$ cat src/rtl/mrs_pkg.sv
package mrs_pkg;
  // register byte addresses on the bus
  localparam logic [7:0] ADDR_CMD = 8'h00;
  localparam logic [7:0] ADDR_OPND = 8'h04;
  localparam logic [7:0] ADDR_ACC = 8'h08;
  localparam logic [7:0] ADDR_STAT = 8'h0C;
  localparam logic [7:0] ADDR_TBL = 8'h10;
  localparam logic [7:0] ADDR_RES = 8'h14;
  // command register fields
  localparam int CMD_OP_LSB = 0;
  localparam int CMD_BIT_LSB = 8;
  localparam int CMD_IMM_LSB = 16;
  localparam int CMD_HPEN_POS = 24;
  // status register fields
  localparam int ST_C_POS = 0;
  localparam int ST_AC_POS = 1;
  localparam int ST_Z_POS = 2;
  localparam int ST_OV_POS = 3;
  localparam int ST_SKIP_POS = 4;
  localparam int ST_BUSY_POS = 5;
  localparam int ST_MWR_POS = 6;
  // reset values and byte constants
  localparam logic [7:0] ACC_RST = 8'h00;
  localparam logic [7:0] OPND_RST = 8'h00;
  localparam logic [7:0] ALL_ONES = 8'hFF;
  localparam logic [7:0] ZERO_BYTE = 8'h00;
  // machine cycles taken by a skipping instruction
  localparam logic [1:0] SKIP_CYCLES = 2'h2;

  typedef enum logic [4:0] {
    OP_NOP = 5'h00, OP_RL_ACC = 5'h01, OP_RLC = 5'h02, OP_RLC_ACC = 5'h03,
    OP_RR = 5'h04, OP_RR_ACC = 5'h05, OP_RRC = 5'h06, OP_RRC_ACC = 5'h07,
    OP_SBC = 5'h08, OP_SBC_MEM = 5'h09, OP_SUB = 5'h0A, OP_SUB_MEM = 5'h0B,
    OP_SUB_IMM = 5'h0C, OP_DEC_SKZ = 5'h0D, OP_DEC_ACC_SKZ = 5'h0E,
    OP_INC_SKZ = 5'h0F, OP_INC_ACC_SKZ = 5'h10, OP_SKIP_BIT_SET = 5'h11,
    OP_SKIP_BIT_CLR = 5'h12, OP_SKIP_ZERO = 5'h13, OP_COPY_SKZ = 5'h14,
    OP_SET_BYTE = 5'h15, OP_SET_BIT = 5'h16, OP_SWAP = 5'h17,
    OP_SWAP_ACC = 5'h18, OP_TBL_CUR = 5'h19, OP_TBL_LAST = 5'h1A,
    OP_XOR = 5'h1B, OP_XOR_MEM = 5'h1C, OP_XOR_IMM = 5'h1D
  } mrs_op_type;

  typedef enum logic [1:0] {
    ST_IDLE = 2'b00, ST_EXEC = 2'b01, ST_DUMMY = 2'b10
  } mrs_state_type;
endpackage : mrs_pkg

$ cat src/rtl/mrs_datapath.sv
`timescale 1ns/1ps
module mrs_datapath #(
  parameter int PAGE_BITS = 8,
  parameter int PROG_AW = 13
) (
  input wire logic mclk_i,
  input wire logic rst_i,
  input wire logic [31:0] haddr_i,
  input wire logic [1:0] htrans_i,
  input wire logic hwrite_i,
  input wire logic [2:0] hsize_i,
  input wire logic [31:0] hwdata_i,
  input wire logic hsel_i,
  input wire logic hready_i,
  output logic [31:0] hrdata_o,
  output logic hreadyout_o,
  output logic hresp_o,
  output logic [PROG_AW-1:0] prog_addr_o,
  output logic prog_req_o,
  input wire logic [15:0] prog_data_i,
  output logic [7:0] mem_wdata_o,
  output logic mem_we_o,
  output logic skip_o
);
  import mrs_pkg::*;

  // refuse pointer widths that the table address cannot be built from
  if (PAGE_BITS < 1 || PAGE_BITS > 8 || PROG_AW <= PAGE_BITS || PROG_AW > 16 ||
      PROG_AW - PAGE_BITS > 8) begin : g_bad_widths
    $error("mrs_datapath: unsupported pointer widths");
  end

  localparam int HI_BITS = PROG_AW - PAGE_BITS;

  logic [7:0] acc_r, opnd_r, res_r, table_pointer_low_r, table_pointer_high_r, table_result_high_byte_r;
  logic [31:0] cmd_r;
  logic c_r, ac_r, z_r, ov_r, skip_r, mwr_r;
  logic [31:0] rdata_r;
  logic go_r, hpen_r;
  logic [PROG_AW-1:0] paddr_r, prog_addr_r;
  mrs_state_type state_r, state_nxt;
  logic busy_r;
  logic wr_pend_r;
  logic [7:0] waddr_r;
  logic preq_r, tbl_wait_r;

  // bus decode
  wire bus_act = hsel_i && hready_i && htrans_i[1];
  wire op_go = wr_pend_r && (waddr_r == ADDR_CMD) && !busy_r;
  mrs_op_type op;
  assign op = mrs_op_type'(cmd_r[CMD_OP_LSB +: 5]);
  wire [2:0] bsel = cmd_r[CMD_BIT_LSB +: 3];
  wire [7:0] imm = cmd_r[CMD_IMM_LSB +: 8];

  function automatic logic [7:0] bit_mask(input logic [2:0] b);
    bit_mask = 8'(1) << b;
  endfunction : bit_mask

  // subtraction: a - b - borrow, with nine-bit and nibble results
  wire sub_imm = (op == OP_SUB_IMM);
  wire [7:0] sub_b = sub_imm ? imm : opnd_r;
  wire sub_brw = (op == OP_SBC || op == OP_SBC_MEM) ? ~c_r : 1'b0;
  wire [8:0] sub_full = {1'b0, acc_r} - {1'b0, sub_b} - {8'h00, sub_brw};
  wire [4:0] sub_lo = {1'b0, acc_r[3:0]} - {1'b0, sub_b[3:0]} - {4'h0, sub_brw};
  wire [7:0] sub_res = sub_full[7:0];
  wire sub_c = ~sub_full[8];
  wire sub_ac = ~sub_lo[4];
  wire sub_ov = (acc_r[7] ^ sub_b[7]) & (acc_r[7] ^ sub_res[7]);
  // other results
  wire [7:0] dec_v = opnd_r - 8'h01;
  wire [7:0] inc_v = opnd_r + 8'h01;
  wire [7:0] xor_b = (op == OP_XOR_IMM) ? imm : opnd_r;
  wire [7:0] xor_v = acc_r ^ xor_b;
  wire [7:0] swp_v = {opnd_r[3:0], opnd_r[7:4]};
  wire sel_bit = |(opnd_r & bit_mask(bsel));

  // result/destination selection
  logic [7:0] r_val;
  logic to_acc, to_mem, skp, new_c, upd_c, upd_sub, upd_z, is_tbl;
  always_comb begin
    r_val = opnd_r;
    to_acc = 1'b0;
    to_mem = 1'b0;
    skp = 1'b0;
    new_c = c_r;
    upd_c = 1'b0;
    upd_sub = 1'b0;
    upd_z = 1'b0;
    is_tbl = 1'b0;
    unique case (op)
      OP_RL_ACC: begin r_val = {opnd_r[6:0], opnd_r[7]}; to_acc = 1'b1; end
      OP_RLC, OP_RLC_ACC: begin
        r_val = {opnd_r[6:0], c_r};
        new_c = opnd_r[7];
        upd_c = 1'b1;
        to_acc = (op == OP_RLC_ACC);
        to_mem = (op == OP_RLC);
      end
      OP_RR, OP_RR_ACC: begin
        r_val = {opnd_r[0], opnd_r[7:1]};
        to_acc = (op == OP_RR_ACC);
        to_mem = (op == OP_RR);
      end
      OP_RRC, OP_RRC_ACC: begin
        r_val = {c_r, opnd_r[7:1]};
        new_c = opnd_r[0];
        upd_c = 1'b1;
        to_acc = (op == OP_RRC_ACC);
        to_mem = (op == OP_RRC);
      end
      OP_SBC, OP_SUB, OP_SUB_IMM: begin r_val = sub_res; to_acc = 1'b1; upd_sub = 1'b1; end
      OP_SBC_MEM, OP_SUB_MEM: begin r_val = sub_res; to_mem = 1'b1; upd_sub = 1'b1; end
      OP_DEC_SKZ: begin r_val = dec_v; to_mem = 1'b1; skp = (dec_v == ZERO_BYTE); end
      OP_INC_SKZ: begin r_val = inc_v; to_mem = 1'b1; skp = (inc_v == ZERO_BYTE); end
      OP_DEC_ACC_SKZ: begin r_val = dec_v; to_acc = 1'b1; skp = (dec_v == ZERO_BYTE); end
      OP_INC_ACC_SKZ: begin r_val = inc_v; to_acc = 1'b1; skp = (inc_v == ZERO_BYTE); end
      OP_SKIP_BIT_SET: skp = sel_bit;
      OP_SKIP_BIT_CLR: skp = ~sel_bit;
      OP_SKIP_ZERO: skp = (opnd_r == ZERO_BYTE);
      OP_COPY_SKZ: begin to_acc = 1'b1; skp = (opnd_r == ZERO_BYTE); end
      OP_SET_BYTE: begin r_val = ALL_ONES; to_mem = 1'b1; end
      OP_SET_BIT: begin r_val = opnd_r | bit_mask(bsel); to_mem = 1'b1; end
      OP_SWAP: begin r_val = swp_v; to_mem = 1'b1; end
      OP_SWAP_ACC: begin r_val = swp_v; to_acc = 1'b1; end
      OP_TBL_CUR, OP_TBL_LAST: is_tbl = 1'b1;
      OP_XOR, OP_XOR_IMM: begin r_val = xor_v; to_acc = 1'b1; upd_z = 1'b1; end
      OP_XOR_MEM: begin r_val = xor_v; to_mem = 1'b1; upd_z = 1'b1; end
      default: r_val = opnd_r;
    endcase
  end

  // table address: page from high pointer, current page or last page
  wire [HI_BITS-1:0] cur_page = paddr_r[PROG_AW-1:PAGE_BITS];
  wire [HI_BITS-1:0] hi_sel = (op == OP_TBL_LAST) ? {HI_BITS{1'b1}} :
                              hpen_r ? table_pointer_high_r[HI_BITS-1:0] : cur_page;
  wire [PROG_AW-1:0] tbl_addr = {hi_sel, table_pointer_low_r[PAGE_BITS-1:0]};

  // sequencer: exec, optional dummy cycle for skips
  always_comb begin
    state_nxt = state_r;
    unique case (state_r)
      ST_IDLE: if (op_go) state_nxt = ST_EXEC;
      ST_EXEC: begin
        if (is_tbl && !tbl_wait_r) state_nxt = ST_EXEC;
        else if (skp) state_nxt = ST_DUMMY;
        else state_nxt = ST_IDLE;
      end
      ST_DUMMY: state_nxt = ST_IDLE;
      default: state_nxt = ST_IDLE;
    endcase
  end

  wire exec_done = (state_r == ST_EXEC) && (!is_tbl || tbl_wait_r);

  // state and datapath registers
  always_ff @(posedge mclk_i) begin
    if (rst_i) begin
      state_r <= ST_IDLE;
      busy_r <= 1'b0;
      acc_r <= ACC_RST;
      c_r <= 1'b0;
      ac_r <= 1'b0;
      z_r <= 1'b0;
      ov_r <= 1'b0;
      skip_r <= 1'b0;
      mwr_r <= 1'b0;
      res_r <= ZERO_BYTE;
      table_result_high_byte_r <= ZERO_BYTE;
      preq_r <= 1'b0;
      tbl_wait_r <= 1'b0;
      prog_addr_r <= '0;
    end else begin
      state_r <= state_nxt;
      prog_addr_r <= tbl_addr; // address stands with the request pulse
      busy_r <= (state_nxt != ST_IDLE);
      preq_r <= (state_r == ST_EXEC) && is_tbl && !tbl_wait_r;
      tbl_wait_r <= (state_r == ST_EXEC) && is_tbl && !tbl_wait_r;
      if (op_go) begin
        skip_r <= 1'b0;
        mwr_r <= 1'b0;
      end
      if (exec_done) begin
        skip_r <= skp;
        mwr_r <= to_mem || is_tbl;
        res_r <= is_tbl ? prog_data_i[7:0] : r_val;
        if (is_tbl) table_result_high_byte_r <= prog_data_i[15:8];
        if (to_acc) acc_r <= r_val;
        if (upd_c) c_r <= new_c;
        if (upd_sub) begin
          c_r <= sub_c;
          ac_r <= sub_ac;
          ov_r <= sub_ov;
        end
        if (upd_sub || upd_z) z_r <= (r_val == ZERO_BYTE);
      end else if (wr_pend_r && waddr_r == ADDR_ACC) begin
        acc_r <= hwdata_i[7:0];
      end else if (wr_pend_r && waddr_r == ADDR_STAT && !busy_r) begin
        c_r <= hwdata_i[ST_C_POS];
        ac_r <= hwdata_i[ST_AC_POS];
        z_r <= hwdata_i[ST_Z_POS];
        ov_r <= hwdata_i[ST_OV_POS];
      end
    end
  end

  // bus slave: address phase capture, write data phase, read data
  always_ff @(posedge mclk_i) begin
    if (rst_i) begin
      wr_pend_r <= 1'b0;
      waddr_r <= 8'h00;
      cmd_r <= 32'h0000_0000;
      opnd_r <= OPND_RST;
      table_pointer_low_r <= ZERO_BYTE;
      table_pointer_high_r <= ZERO_BYTE;
      hpen_r <= 1'b0;
      paddr_r <= '0;
      rdata_r <= 32'h0000_0000;
    end else begin
      wr_pend_r <= bus_act && hwrite_i;
      waddr_r <= haddr_i[7:0];
      if (wr_pend_r && waddr_r == ADDR_CMD && !busy_r) begin
        cmd_r <= hwdata_i;
        hpen_r <= hwdata_i[CMD_HPEN_POS];
      end
      if (wr_pend_r && waddr_r == ADDR_OPND && !busy_r) opnd_r <= hwdata_i[7:0];
      if (wr_pend_r && waddr_r == ADDR_TBL) begin
        table_pointer_low_r <= hwdata_i[7:0];
        table_pointer_high_r <= hwdata_i[15:8];
        paddr_r <= hwdata_i[16 +: PROG_AW];
      end
      if (bus_act && !hwrite_i) begin
        unique case (haddr_i[7:0])
          ADDR_CMD: rdata_r <= cmd_r;
          ADDR_OPND: rdata_r <= {24'h0, opnd_r};
          ADDR_ACC: rdata_r <= {24'h0, acc_r};
          ADDR_STAT: rdata_r <= {25'h0, mwr_r, busy_r, skip_r, ov_r, z_r, ac_r, c_r};
          ADDR_TBL: rdata_r <= {{(16 - PROG_AW){1'b0}}, paddr_r, table_pointer_high_r, table_pointer_low_r};
          ADDR_RES: rdata_r <= {16'h0, table_result_high_byte_r, res_r};
          default: rdata_r <= 32'h0000_0000;
        endcase
      end
    end
  end

  assign hrdata_o = rdata_r;
  assign hreadyout_o = 1'b1;
  assign hresp_o = 1'b0;
  assign prog_addr_o = prog_addr_r;
  assign prog_req_o = preq_r;
  assign mem_wdata_o = res_r;
  assign mem_we_o = mwr_r;
  assign skip_o = skip_r;
endmodule : mrs_datapath

$ cat config.mk
export PLATFORM = sky130hd
export DESIGN_NAME = mrs_datapath
export DESIGN_NICKNAME = d
export VERILOG_FILES = /design/src/rtl/mrs_pkg.sv /design/src/rtl/mrs_datapath.sv
export SDC_FILE = /design/constraint.sdc
export NUM_CORES = 1
export LEC_CHECK = 0
export BUFFER_PORTS_ARGS = -buffer_cell sky130_fd_sc_hd__buf_2
export CAP_MARGIN = 20
export CORE_ASPECT_RATIO = 1.5
export CORE_MARGIN = 5
export CORE_UTILIZATION = 30
export CTS_CLUSTER_SIZE = 28
export DETAILED_ROUTE_END_ITERATION = 8
export HOLD_SLACK_MARGIN = 0.06
export PLACE_DENSITY = 0.6
export SETUP_SLACK_MARGIN = 0.1
export SLEW_MARGIN = 0
export SYNTH_ARGS = -nofsm -noshare
export SYNTH_HDL_FRONTEND = slang
export SYNTH_SLANG_ARGS = --single-unit
$ cat constraint.sdc
create_clock -name mclk_i -period 4.3 [get_ports mclk_i]
set_input_delay 1.29 -clock mclk_i [delete_from_list [all_inputs] [get_ports mclk_i]]
set_output_delay 1.29 -clock mclk_i [all_outputs]
set_load 0.05 [all_outputs]
; After elaboration in Yosys (flattened, before gate mapping)
; Index checks and enable logic that the tools add are counted.
[word_totals]
regBits = 158
inputBits = 90
output_inout_bits = 58
elab_cells = 181
[op_classes]
n_addsub = 6
eq_ne = 45
shifts = 1
mux = 43
bitwise_logic = 10
reduce_logical = 54
[op_table]
columns = operator, count
row1 = 32-bit one-hot mux with 6 select lines, 1
row2 = 8-bit one-hot mux with 11 select lines, 1
row3 = "5-bit equality test, second input constant", 14
row4 = 8-bit logical NOT, 6
row5 = 8-bit 2-to-1 mux, 6
row6 = "5-bit by 4-bit equality test with 1-bit output, second input constant", 8
row7 = "8-bit by 4-bit equality test with 1-bit output, second input constant", 4
row8 = 1-bit 2-to-1 mux, 25
row9 = "8-bit by 5-bit equality test with 1-bit output, second input constant", 3
row10 = "5-bit by 3-bit equality test with 1-bit output, second input constant", 4
row11 = "8-bit by 3-bit equality test with 1-bit output, second input constant", 2
row12 = 1-bit logical AND, 16
row13 = 2-bit OR reduction, 8
row14 = 8-bit OR reduction, 2
row15 = "5-bit by 2-bit equality test with 1-bit output, second input constant", 2
row16 = 5-bit 2-to-1 mux, 2
row17 = 10-bit OR reduction, 1
row18 = 8-bit by 8-bit subtractor with 9-bit output, 1
row19 = 9-bit by 1-bit subtractor with 9-bit output, 1
row20 = "8-bit by 1-bit adder with 8-bit output, second input constant", 1
row21 = 8-bit AND, 1
row22 = 8-bit OR, 1
row23 = 1-bit one-hot mux with 4 select lines, 2
row24 = 2-bit nonzero test, 4
row25 = 27 further kinds, 43

; Depth between registers and ports, before layout
; Gate-level depths: netlist (run 1).
[depth]
ltp_word = 9
depth_mapped = 18
ltp_nobuf = 15

; Worst setup path after synthesis (run 1)
; OpenSTA, ideal clock, no wires.
[synth_timing]
path_kind = flip-flop to flip-flop
start = reg cmd_r[0]
end = reg z_r
setup_time_ps = 74
t_arrival_ps = 3955
required_time_ps = 4226
path_slack_ps = 270
stages_incl_launch_ff = 18
n_path_buf = 3
synth_period_minus_slack_ps = 4030
cell_sequence = dfxtp_1 -> buf_6 -> or2_0 -> buf_2 -> nor2_1 -> clkbuf_1 -> o21ai_0 -> fa_1 -> inv_1 -> ha_1 -> o21a_1 -> o21ai_0 -> a21oi_1 -> xnor2_1 -> nor2_1 -> a2111o_1 -> or4_1 -> a31oi_1
[synth_between]
elab_chain_cells = 8
elab_cells_between_ends = 56
classes_between = 2 x add/sub / 27 x eq/ne / 9 x mux / 1 x bitwise / 17 x reduce/logical
[synth_lines]
columns = item, line
row1 = from (decl), mrs_datapath.sv:36  ; logic [31:0] cmd_r;
row2 = from (signal assigned), mrs_datapath.sv:222  ; cmd_r <= hwdata_i;
row3 = 5-bit by 4-bit equality test with 1-bit output (tied with other cells), "mrs_datapath.sv:60, mrs_datapath.sv:90"
row4 = 8-bit 2-to-1 mux (tied with other cells), mrs_datapath.sv:61  ; wire [7:0] sub_b = sub_imm ? imm : opnd_r;
row5 = 8-bit by 8-bit subtractor with 9-bit output (tied with other cells), mrs_datapath.sv:63  ; wire [8:0] sub_full = {1'b0, acc_r} - {1'b0, sub_b} - {8'h00, sub_brw};
row6 = 9-bit by 1-bit subtractor with 9-bit output / 1-bit logical NOT (equally long branches), "mrs_datapath.sv:63, mrs_datapath.sv:153"
row7 = 8-bit one-hot mux with 11 select lines / 1-bit logical OR (equally long branches), "mrs_datapath.sv:90, mrs_datapath.sv:153"
row8 = 8-bit logical NOT / 1-bit logical AND (equally long branches), "mrs_datapath.sv:194, mrs_datapath.sv:153"
row9 = 1-bit 2-to-1 mux (tied with other cells), mrs_datapath.sv:194  ; if (upd_sub || upd_z) z_r <= (r_val == ZERO_BYTE);
row10 = 1-bit 2-to-1 mux / 3-bit AND reduction (equally long branches), -
row11 = to (signal assigned), mrs_datapath.sv:194
row12 = to (signal assigned), mrs_datapath.sv:200  ; z_r <= hwdata_i[ST_Z_POS];
row13 = to (decl), mrs_datapath.sv:37  ; logic c_r, ac_r, z_r, ov_r, skip_r, mwr_r;
; Parallel ways exist; a longest one is shown, timed or not. The select of a mux whose other input is x is not followed.
; A chain may end at the register's enable or synchronous reset.

; Worst setup path in the final report (run 1)
; Same ends and word-level chain as after synthesis.

==> results of run 1 <==
==> area by class of cell <==
class / count / share of cell area
clock buffers: 23 / 0.0493
clock inverters: 9 / 0.0121
inverters: 27 / 0.0100
multi-input cells: 814 / 0.485
flip-flops and latches: 157 / 0.311
well taps: 346 / 0.0428
repair buffers: 158 / 0.0898
==> cells by family (layout without fill, tap and decap cells) <==
group | count (synthesis) | after routing
AO/OA/AOI/OAI | 284 | 284
XOR/XNOR | 21 | 21
adder cells (fa/ha/maj) | 18 | 18
buffers and inverters | 117 | 217
flip-flops | 157 | 157
multiplexers | 45 | 45
other | 2 | 2
AND/OR/NAND/NOR | 444 | 444
==> state kept, by name, summed over array words and instances (netlist names) <==
| register | cells |
|---|---|
| opnd_r | 8 |
| wr_pend_r | 1 |
| table_pointer_low_r | 8 |
| paddr_r | 13 |
| cmd_r | 32 |
| skip_o | 1 |
| table_pointer_high_r | 8 |
| mem_wdata_o | 8 |
| mem_we_o | 1 |
| acc_r | 8 |
| c_r | 1 |
| tbl_wait_r | 1 |
| ac_r | 1 |
| busy_r | 1 |
| prog_addr_o | 13 |
| z_r | 1 |
| waddr_r | 8 |
| table_result_high_byte_r | 8 |
| state_r | 2 |
| ov_r | 1 |
| hrdata_o | 32 |
==> per-layer routing <==
layer,vias to the layer above,GRT usage
met2,242,0.345
met5,-,0
li1,3997,-
met1,4042,0.210
met3,55,0.0318
met4,2,0.0749
==> through the flow <==
step,cells,hold slack (ps),util,power (uW),instance area (sq um)
global route,1534,469,0.362,3250,10100
floorplan,1088,433,-,1550,8510
finish,1534,453,0.362,3150,10100
CTS,1534,455,0.361,3170,10100
global placement,1502,441,0.339,1600,9480
detailed placement,1502,444,0.339,1600,9480
==> repair_timing <==
action,4_1_cts,5_1_grt
setup endpoints to repair,0,1
gates resized for setup,0,1
hold endpoints to repair,0,0
==> critical path, cell delays in order (launching register included) <==
cell,delay [ps]
dfxtp_1,310
or2_0,230
nor2_1,170
buf_4,230
o21ai_0,140
fa_1,570
inv_1,50
ha_1,180
o21a_1,220
o21ai_0,230
a21oi_1,120
xnor2_1,170
nor2_1,50
a2111o_1,470
or4_1,550
a31oi_1,170
==> power groups by stage <==
stage	clock, uW	sequential, uW	combinational [uW]
2_1_floorplan	0	1490	52.5
3_3_place_gp	0	1500	107
3_5_place_dp	0	1500	106
4_1_cts	1600	1460	107
5_1_grt	1670	1460	116
6_report	1580	1460	107
==> cell usage after synthesis, types with 4 or more instances <==
master and n:
nand2_1 197, buf_4 4, a211oi_1 11, a221o_1 4
a22o_1 4, dfxtp_1 157, inv_1 27, clkbuf_1 67
nor3b_1 5, a222oi_1 8, ha_1 17, nand2b_1 9
nand3_1 18, a22oi_1 21, a221oi_1 4, a21oi_1 142
xor2_1 8, or2_2 7, a31oi_1 7, and2_1 6
mux2i_1 32, xnor2_1 13, buf_1 5, o21ai_0 25
buf_2 11, nor2_1 108, nand4_1 5, nor4_1 4
o211ai_1 4, mux2_2 4, nor2b_1 25, nor3_1 24
nand3b_1 8, and3_1 6, a311oi_1 8, mux4_2 9
==> worst max-delay path by stage <==
stage                                 to      from  cells after the start
after CTS                 mem_wdata_o[7]  cmd_r[0]                     17
final                                z_r  cmd_r[0]                     15
after detailed placement  mem_wdata_o[7]  cmd_r[0]                     17
after floorplan                      z_r  cmd_r[0]                     17
after global routing                 z_r  cmd_r[0]                     15
after global placement               z_r  cmd_r[0]                     15
==> out/metrics.yaml, run 1 <==
critical_path:
  r2r-end: "z_r"
  worst_ep_arrival_time_ps: 4290
  critical_path_class: "reg -> reg"
  rr_startpoint: "cmd_r[0]"
  end_kind: "flip-flop"
  r2r_cells: 15
  cp.required_ps: 4660
  cp_max_fo: 13
  reg2reg_slack_ps: 370
  start_kind: "flip-flop"
route:
  route.detailed.drc: 0
  top_layer_used: "met5"
  routedWlPerCell_um: 19.8
  drt_pre_antenna_iters: 5
  drt_iter0_drc: 711
  ant_nets: 0
  routed-wl-met2_um: 16200
  routed_wirelength_um: 30400
  via_count: 8338
  wl_met1_um: 12000
  vias_per_cell: 5.44
  wl_met3_um: 1160
global_routing:
  antenna_found_initial: 2
  grt_use_total: 0.187
  grt_max_degree: 75
  grt_pass1_vias: 8072
  grt_pass1_wl_um: 46900
  grt-ovfl-total: 0
clocking:
  clk_path_buf_depth: 2
  cts_root_buf: "clkbuf_16"
  cts_setup_buffers: 0
  cts.sinks: 157
  clkTransAtPathRegs_ps: 60
  ctsHoldBuffers: 0
  clk_latency_ps: 440
  cts_tree: "built"
  htreeDepth: 4
  numCtsBuffers: 17
floorplanning:
  initial_core_util: 0.304
  io_pins: 148
  dieArea_sq_um: 31900
  dieWidth_um: 148
  core_area_sq_um: 28000
  die_height_um: 216
  rows: 75
outcome:
  outcome: "completed"
yosys:
  syn_nets: 1196
  synth_top_flop_cell: "dfxtp_1"
  ys_ff_latch: 157
  synthTopCellsByArea: "dfxtp_1, nand2_1, a21oi_1"
  synth_top_family_by_area: "simple AND/OR/NAND/NOR gates"
  synth_xor_area_frac: 0.0216
  syn-cell-area_sq_um: 8510
  synth_edf_count: 0
  synth-seq-area-share: 0.369
  yosys.area.top_type: "dfxtp_1"
  yosys_warnings: 0
  synthCells: 1088
  synth_top_area_share: 0.369
  synthSimpleGateAreaFrac: 0.241
  synthDistinctLibCells: 81
  synthMuxAreaShare: 0.0667
  syn_area_per_cell_sq_um: 7.82
  postSynth.asyncResetShare: 0
  synth_compound_gate_area_share: 0.216
  synthAdderAreaFrac: 0.0273
sta:
  fin_ws_ps: 367
  setup_tns_ps: 0
  max_slew_margin: 0.350
  rsz0062_at_grt: "false"
  fin_worst_skew_ps: 11.0
  tightest_slew_ps: 970
  setup_viol_count_final: 0
  post-route-period-util: 0.915
  report.final.slew_viol_count: 0
  fin_crit_ps: 3930
  finalHoldViolations: 0
  max_clock_freq_ghz: 0.254
run:
  cap_violations: 0
finish:
  drive_above_1_share: 0.198
  fin_nets: 1283
  ff_latch_area_sq_um: 3140
  diodes: 0
  nFillCells: 2934
  area_growth_pct: 18.8
  multi_input_area_sq_um: 4900
  final_cell_mix: "nand2_1, dfxtp_1, a21oi_1"
  final_common_cell: "nand2_1"
worst_hold_path:
  min_path_type: "reg -> reg"
  min_path_cells: 2
  hold-path-endpoint: "paddr_r[2]"
  min-delay-start: "paddr_r[2]"
power_and_ir_drop:
  power.leakage_uw: 0.00370
  internal-power_uw: 2440
  p_clk_frac: 0.501
  power_frac_seq: 0.465
  irDropWorstVdd_uv: 322
  pwr-share-comb: 0.034
  swShare: 0.224
  power_density_nw_per_um2: 311
  p_sw_uw: 706
placed_design:
  place_congestion: 0.926
  io_buffers: 117
  dp_slack_ps: 394
  post-dp-hpwl_um: 22600
(Power assumes the default switching activity.)
==> run 2: changes to the inputs <==
CORE_UTILIZATION = 51   (was 30)
GPL_TIMING_DRIVEN = 1   (was default)
PLACE_DENSITY = 0.87   (was 0.6)
==> out/metrics.yaml, run 2 (synthesis results as in run 1) <==
outcome:
  outcome: "completed"
clocking:
  cts.sinks: 157
  clkTransAtPathRegs_ps: 70
  clk_path_buf_depth: 2
  cts_root_buf: "clkbuf_16"
  cts_tree: "built"
  cts_resized: 0
  htreeDepth: 4
  numCtsBuffers: 17
  clk_latency_ps: 420
  ctsHoldBuffers: 0
  cts_setup_buffers: 0
power_and_ir_drop:
  irDropWorstVdd_uv: 250
  power.leakage_uw: 0.00372
  power_density_nw_per_um2: 303
  power_uw: 3000
global_routing:
  grt.met3_usage: 0.0514
  grt_use_total: 0.297
  use_met1: 0.334
  grt_max_degree: 81
  grt.busiest_layer: "met2"
  met2_usage: 0.514
  grt_pass1_wl_um: 45400
  antenna_found_initial: 0
  grt_pass1_vias: 8567
  grt-ovfl-total: 0
sta:
  setup_tns_ps: 0
  fin_crit_ps: 3940
  tightest_slew_ps: 1060
  fin_worst_skew_ps: 15.6
  finalHoldViolations: 0
  post-route-period-util: 0.916
  rsz0062_at_grt: "false"
  report.final.slew_viol_count: 0
  max_slew_margin: 0.291
  max_clock_freq_ghz: 0.254
  setup_viol_count_final: 0
placed_design:
  post-dp-hpwl_um: 20800
  place_congestion: 0.974
  dp_cells: 1371
  io_buffers: 117
critical_path:
  cp_max_fo: 13
  critical_path_class: "reg -> reg"
  slowest_stage: "fa_1"
  startpoint: "cmd_r[0]"
  cpPeakStageDelay_ps: 570
  r2r_cells: 14
  end_kind: "flip-flop"
  rr_startpoint: "cmd_r[0]"
  cp.required_ps: 4650
  worst_ep_arrival_time_ps: 4290
  r2r-end: "z_r"
  start_kind: "flip-flop"
  crit_path_cell_trace: "or2_0 -> nor2_1 -> buf_4 -> o21ai_0 -> fa_1 -> inv_1 -> ha_1 -> xnor2_1 -> o32ai_1 -> or4_1 -> a221oi_2 -> nand3_1 -> or4_1 -> a31oi_1"
  crit_path_end: "z_r"
  reg2reg_slack_ps: 360
  cp_common_cell: "or4_1"
finish:
  final_common_cell: "nand2_1"
  fin_cells: 1404
  diodes: 0
  final_util: 0.597
  drive_above_1_share: 0.202
  area_growth_pct: 16.6
  fin_nets: 1289
  final_cell_mix: "nand2_1, dfxtp_1, a21oi_1"
route:
  drt_pre_antenna_iters: 6
  vias_per_cell: 6.25
  routedWlPerCell_um: 20.7
  ant_nets: 0
  routed_wirelength_um: 29000
  route.detailed.drc: 0
  via_count: 8775
  drt_iter0_drc: 805
floorplanning:
  initial_core_util: 0.512
  rows: 58
  dieWidth_um: 115
  core_area_sq_um: 16600
  dieArea_sq_um: 19400
  io_pins: 148
  die_height_um: 168
worst_hold_path:
  min_path_type: "reg -> reg"
run:
  cap_violations: 0
-- run 2: final cells by class --
class                   count  area [sq um]
fillers                  1457          6690
multi-input cells         814          4900
flip-flops and latches    157          3140
repair buffers            164           948
clock buffers              20           467
well taps                 210           263
inverters                  27           101
clock inverters            12           100
-- run 2: how the worst min path moves through the flow --
stage | from | to | slack, ps | depth (start not counted)
after floorplan | cmd_r[5] | cmd_r[5] | 430 | 2
after global placement | hrdata_o[29] | hrdata_o[29] | 440 | 2
after detailed placement | hrdata_o[30] | hrdata_o[30] | 450 | 2
after CTS | table_result_high_byte_r[2] | table_result_high_byte_r[2] | 460 | 2
after global routing | table_result_high_byte_r[2] | table_result_high_byte_r[2] | 480 | 2
final | table_result_high_byte_r[0] | table_result_high_byte_r[0] | 450 | 2
-- run 2: through the flow --
stage / cell area, sq um / setup slack, ps / hold WS [ps]
floorplan: 8510 / 270 / 433
global placement: 9340 / 413 / 440
detailed placement: 9340 / 356 / 447
CTS: 9900 / 335 / 456
global route: 9930 / 125 / 476
finish: 9930 / 362 / 455
-- run 2: report_power, final --
part           internal [uW]  total [uW]  switching (uW)
logic                   36.6         109            72.6
registers               1460        1460            3.99
clock network            801        1430             631
-- run 2: metal layers --
layer / vias to the layer above / share of wire
met5: - / 0
met4: 0 / 0.062
met3: 131 / 0.070
met2: 498 / 0.51
met1: 4134 / 0.36
li1: 4012 / -
-- run 2: critical path, delay by kind of cell, from the launching register on --
family,cells,cell delay (ps)
XOR/XNOR,1,230
AO/OA/AOI/OAI,4,690
flip-flops,1,310
AND/OR/NAND/NOR,5,1510
buffers and inverters,2,290
adder cells (fa/ha/maj),2,850
==> run 3: changes to the inputs <==
CTS_CLUSTER_SIZE = default   (was 28)
REMOVE_ABC_BUFFERS = 1   (was default)
==> out/metrics.yaml, run 3 (synthesis results as in run 1) <==
worst_hold_path:
  min_path_type: "reg -> reg"
sta:
  report.final.slew_viol_count: 0
  fin_worst_skew_ps: 6.18
  finalHoldViolations: 0
  rsz0062_at_grt: "false"
  fin_ws_ps: 293
  max_slew_margin: 0.247
  setup_viol_count_final: 0
  max_clock_freq_ghz: 0.250
  setup_tns_ps: 0
  fin_crit_ps: 4010
  hold_ws_ps: 453
  post-route-period-util: 0.932
  tightest_slew_ps: 1130
route:
  drt_pre_antenna_iters: 9
  drt_iter0_drc: 1213
  routed_wirelength_um: 28900
  ant_nets: 0
  routedWlPerCell_um: 20.7
  route.detailed.drc: 0
  vias_per_cell: 6.26
  via_count: 8764
finish:
  multi_input_area_sq_um: 4900
  diodes: 0
  area_growth_pct: 16.8
  ff_latch_area_sq_um: 3140
  final_cell_mix: "nand2_1, dfxtp_1, a21oi_1"
  nFillCells: 1389
  fin_nets: 1285
  final_util: 0.598
  final_common_cell: "nand2_1"
  drive_above_1_share: 0.198
floorplanning:
  initial_core_util: 0.512
  dieWidth_um: 115
  dieArea_sq_um: 19400
  rows: 58
  io_pins: 148
  core_area_sq_um: 16600
  die_height_um: 168
power_and_ir_drop:
  internal-power_uw: 2340
  p_clk_frac: 0.487
  p_sw_uw: 726
  swShare: 0.237
  pwr-share-comb: 0.035
  power_density_nw_per_um2: 308
  power_frac_seq: 0.477
  power.leakage_uw: 0.00370
  irDropWorstVdd_uv: 287
placed_design:
  dp_slack_ps: 426
  post-dp-hpwl_um: 19800
  io_buffers: 117
  place_congestion: 0.987
global_routing:
  grt_max_degree: 75
  grt-ovfl-total: 0
  grt_pass1_vias: 8355
  antenna_found_initial: 0
  grt_pass1_wl_um: 44700
  grt_use_total: 0.289
clocking:
  cts_setup_buffers: 0
  clk_path_buf_depth: 2
  clkTransAtPathRegs_ps: 70
  numCtsBuffers: 17
  cts_resized: 0
  cts.sinks: 157
  clk_latency_ps: 420
  cts_root_buf: "clkbuf_16"
  htreeDepth: 4
  cts_tree: "built"
  ctsHoldBuffers: 0
outcome:
  outcome: "completed"
critical_path:
  start_kind: "flip-flop"
  cp.required_ps: 4620
  end_kind: "flip-flop"
  worst_ep_arrival_time_ps: 4330
  cp_max_fo: 13
  critical_path_class: "reg -> reg"
run:
  cap_violations: 0
-- run 3: cell types whose count changed in the layout (fill, tap and decap cells not counted), moves of 2 or more --
cell | previous run | this run
clkinv_2 | 3 | 1
buf_4 | 47 | 42
inv_6 | 4 | 2
buf_16 | 0 | 2
clkinv_4 | 1 | 3
-- run 3: final cells by class --
class                           instances  area share
Clock buffer                           19      0.0456
Tap cell                              210      0.0264
Multi-Input combinational cell        814       0.493
Clock inverter                         12      0.0133
Timing Repair Buffer                  160      0.0957
Sequential cell                       157       0.316
Inverter                               27      0.0102
-- run 3: worst paths after layout --
check / endpoint / slack (ps) / depth (start not counted) / from
worst max-delay path: mem_wdata_o[7] / 290 / 17 / cmd_r[0]
worst min-delay path: hrdata_o[29] / 450 / 2 / hrdata_o[29]
worst max register to register: mem_wdata_o[7] / 290 / 17 / cmd_r[0]
worst min register to register: hrdata_o[29] / 450 / 2 / hrdata_o[29]
-- run 3: stage by stage --
step                total power, uW  cells  instance area, sq um
global route                   3140   1399                  9940
finish                         3060   1399                  9940
global placement               1600   1366                  9300
detailed placement             1600   1366                  9300
floorplan                      1520    998                  8120
CTS                            3060   1397                  9880
-- run 3: worst max-delay path, stage by stage (launching register included) --
cell      delay, ps
dfxtp_1         310
or2_0           240
nor2_1          120
buf_4           220
o21ai_0         140
fa_1            560
inv_1            50
ha_1            170
o21a_1          230
o221a_2         300
o41ai_1         270
buf_4           180
xnor2_1         180
nand2_1          90
a41oi_1         300
buf_4           190
mux2i_1          70
a211oi_1        280
-- run 3: power by group through the flow --
stage / Sequential, uW / Clock (uW) / Combinational (uW)
6_report: 1460 / 1490 / 108
5_1_grt: 1460 / 1560 / 115
4_1_cts: 1460 / 1500 / 105
3_5_place_dp: 1500 / 0 / 103
3_3_place_gp: 1500 / 0 / 102
2_1_floorplan: 1500 / 0 / 27.1
-- run 3: metal layers --
metal	global-route usage	vias to the layer above	routed length, um
met3	0.0439	149	2300
met1	0.346	4065	10500
li1	-	4007	-
met4	0.170	0	1900
met5	0	-	0
met2	0.485	543	14200
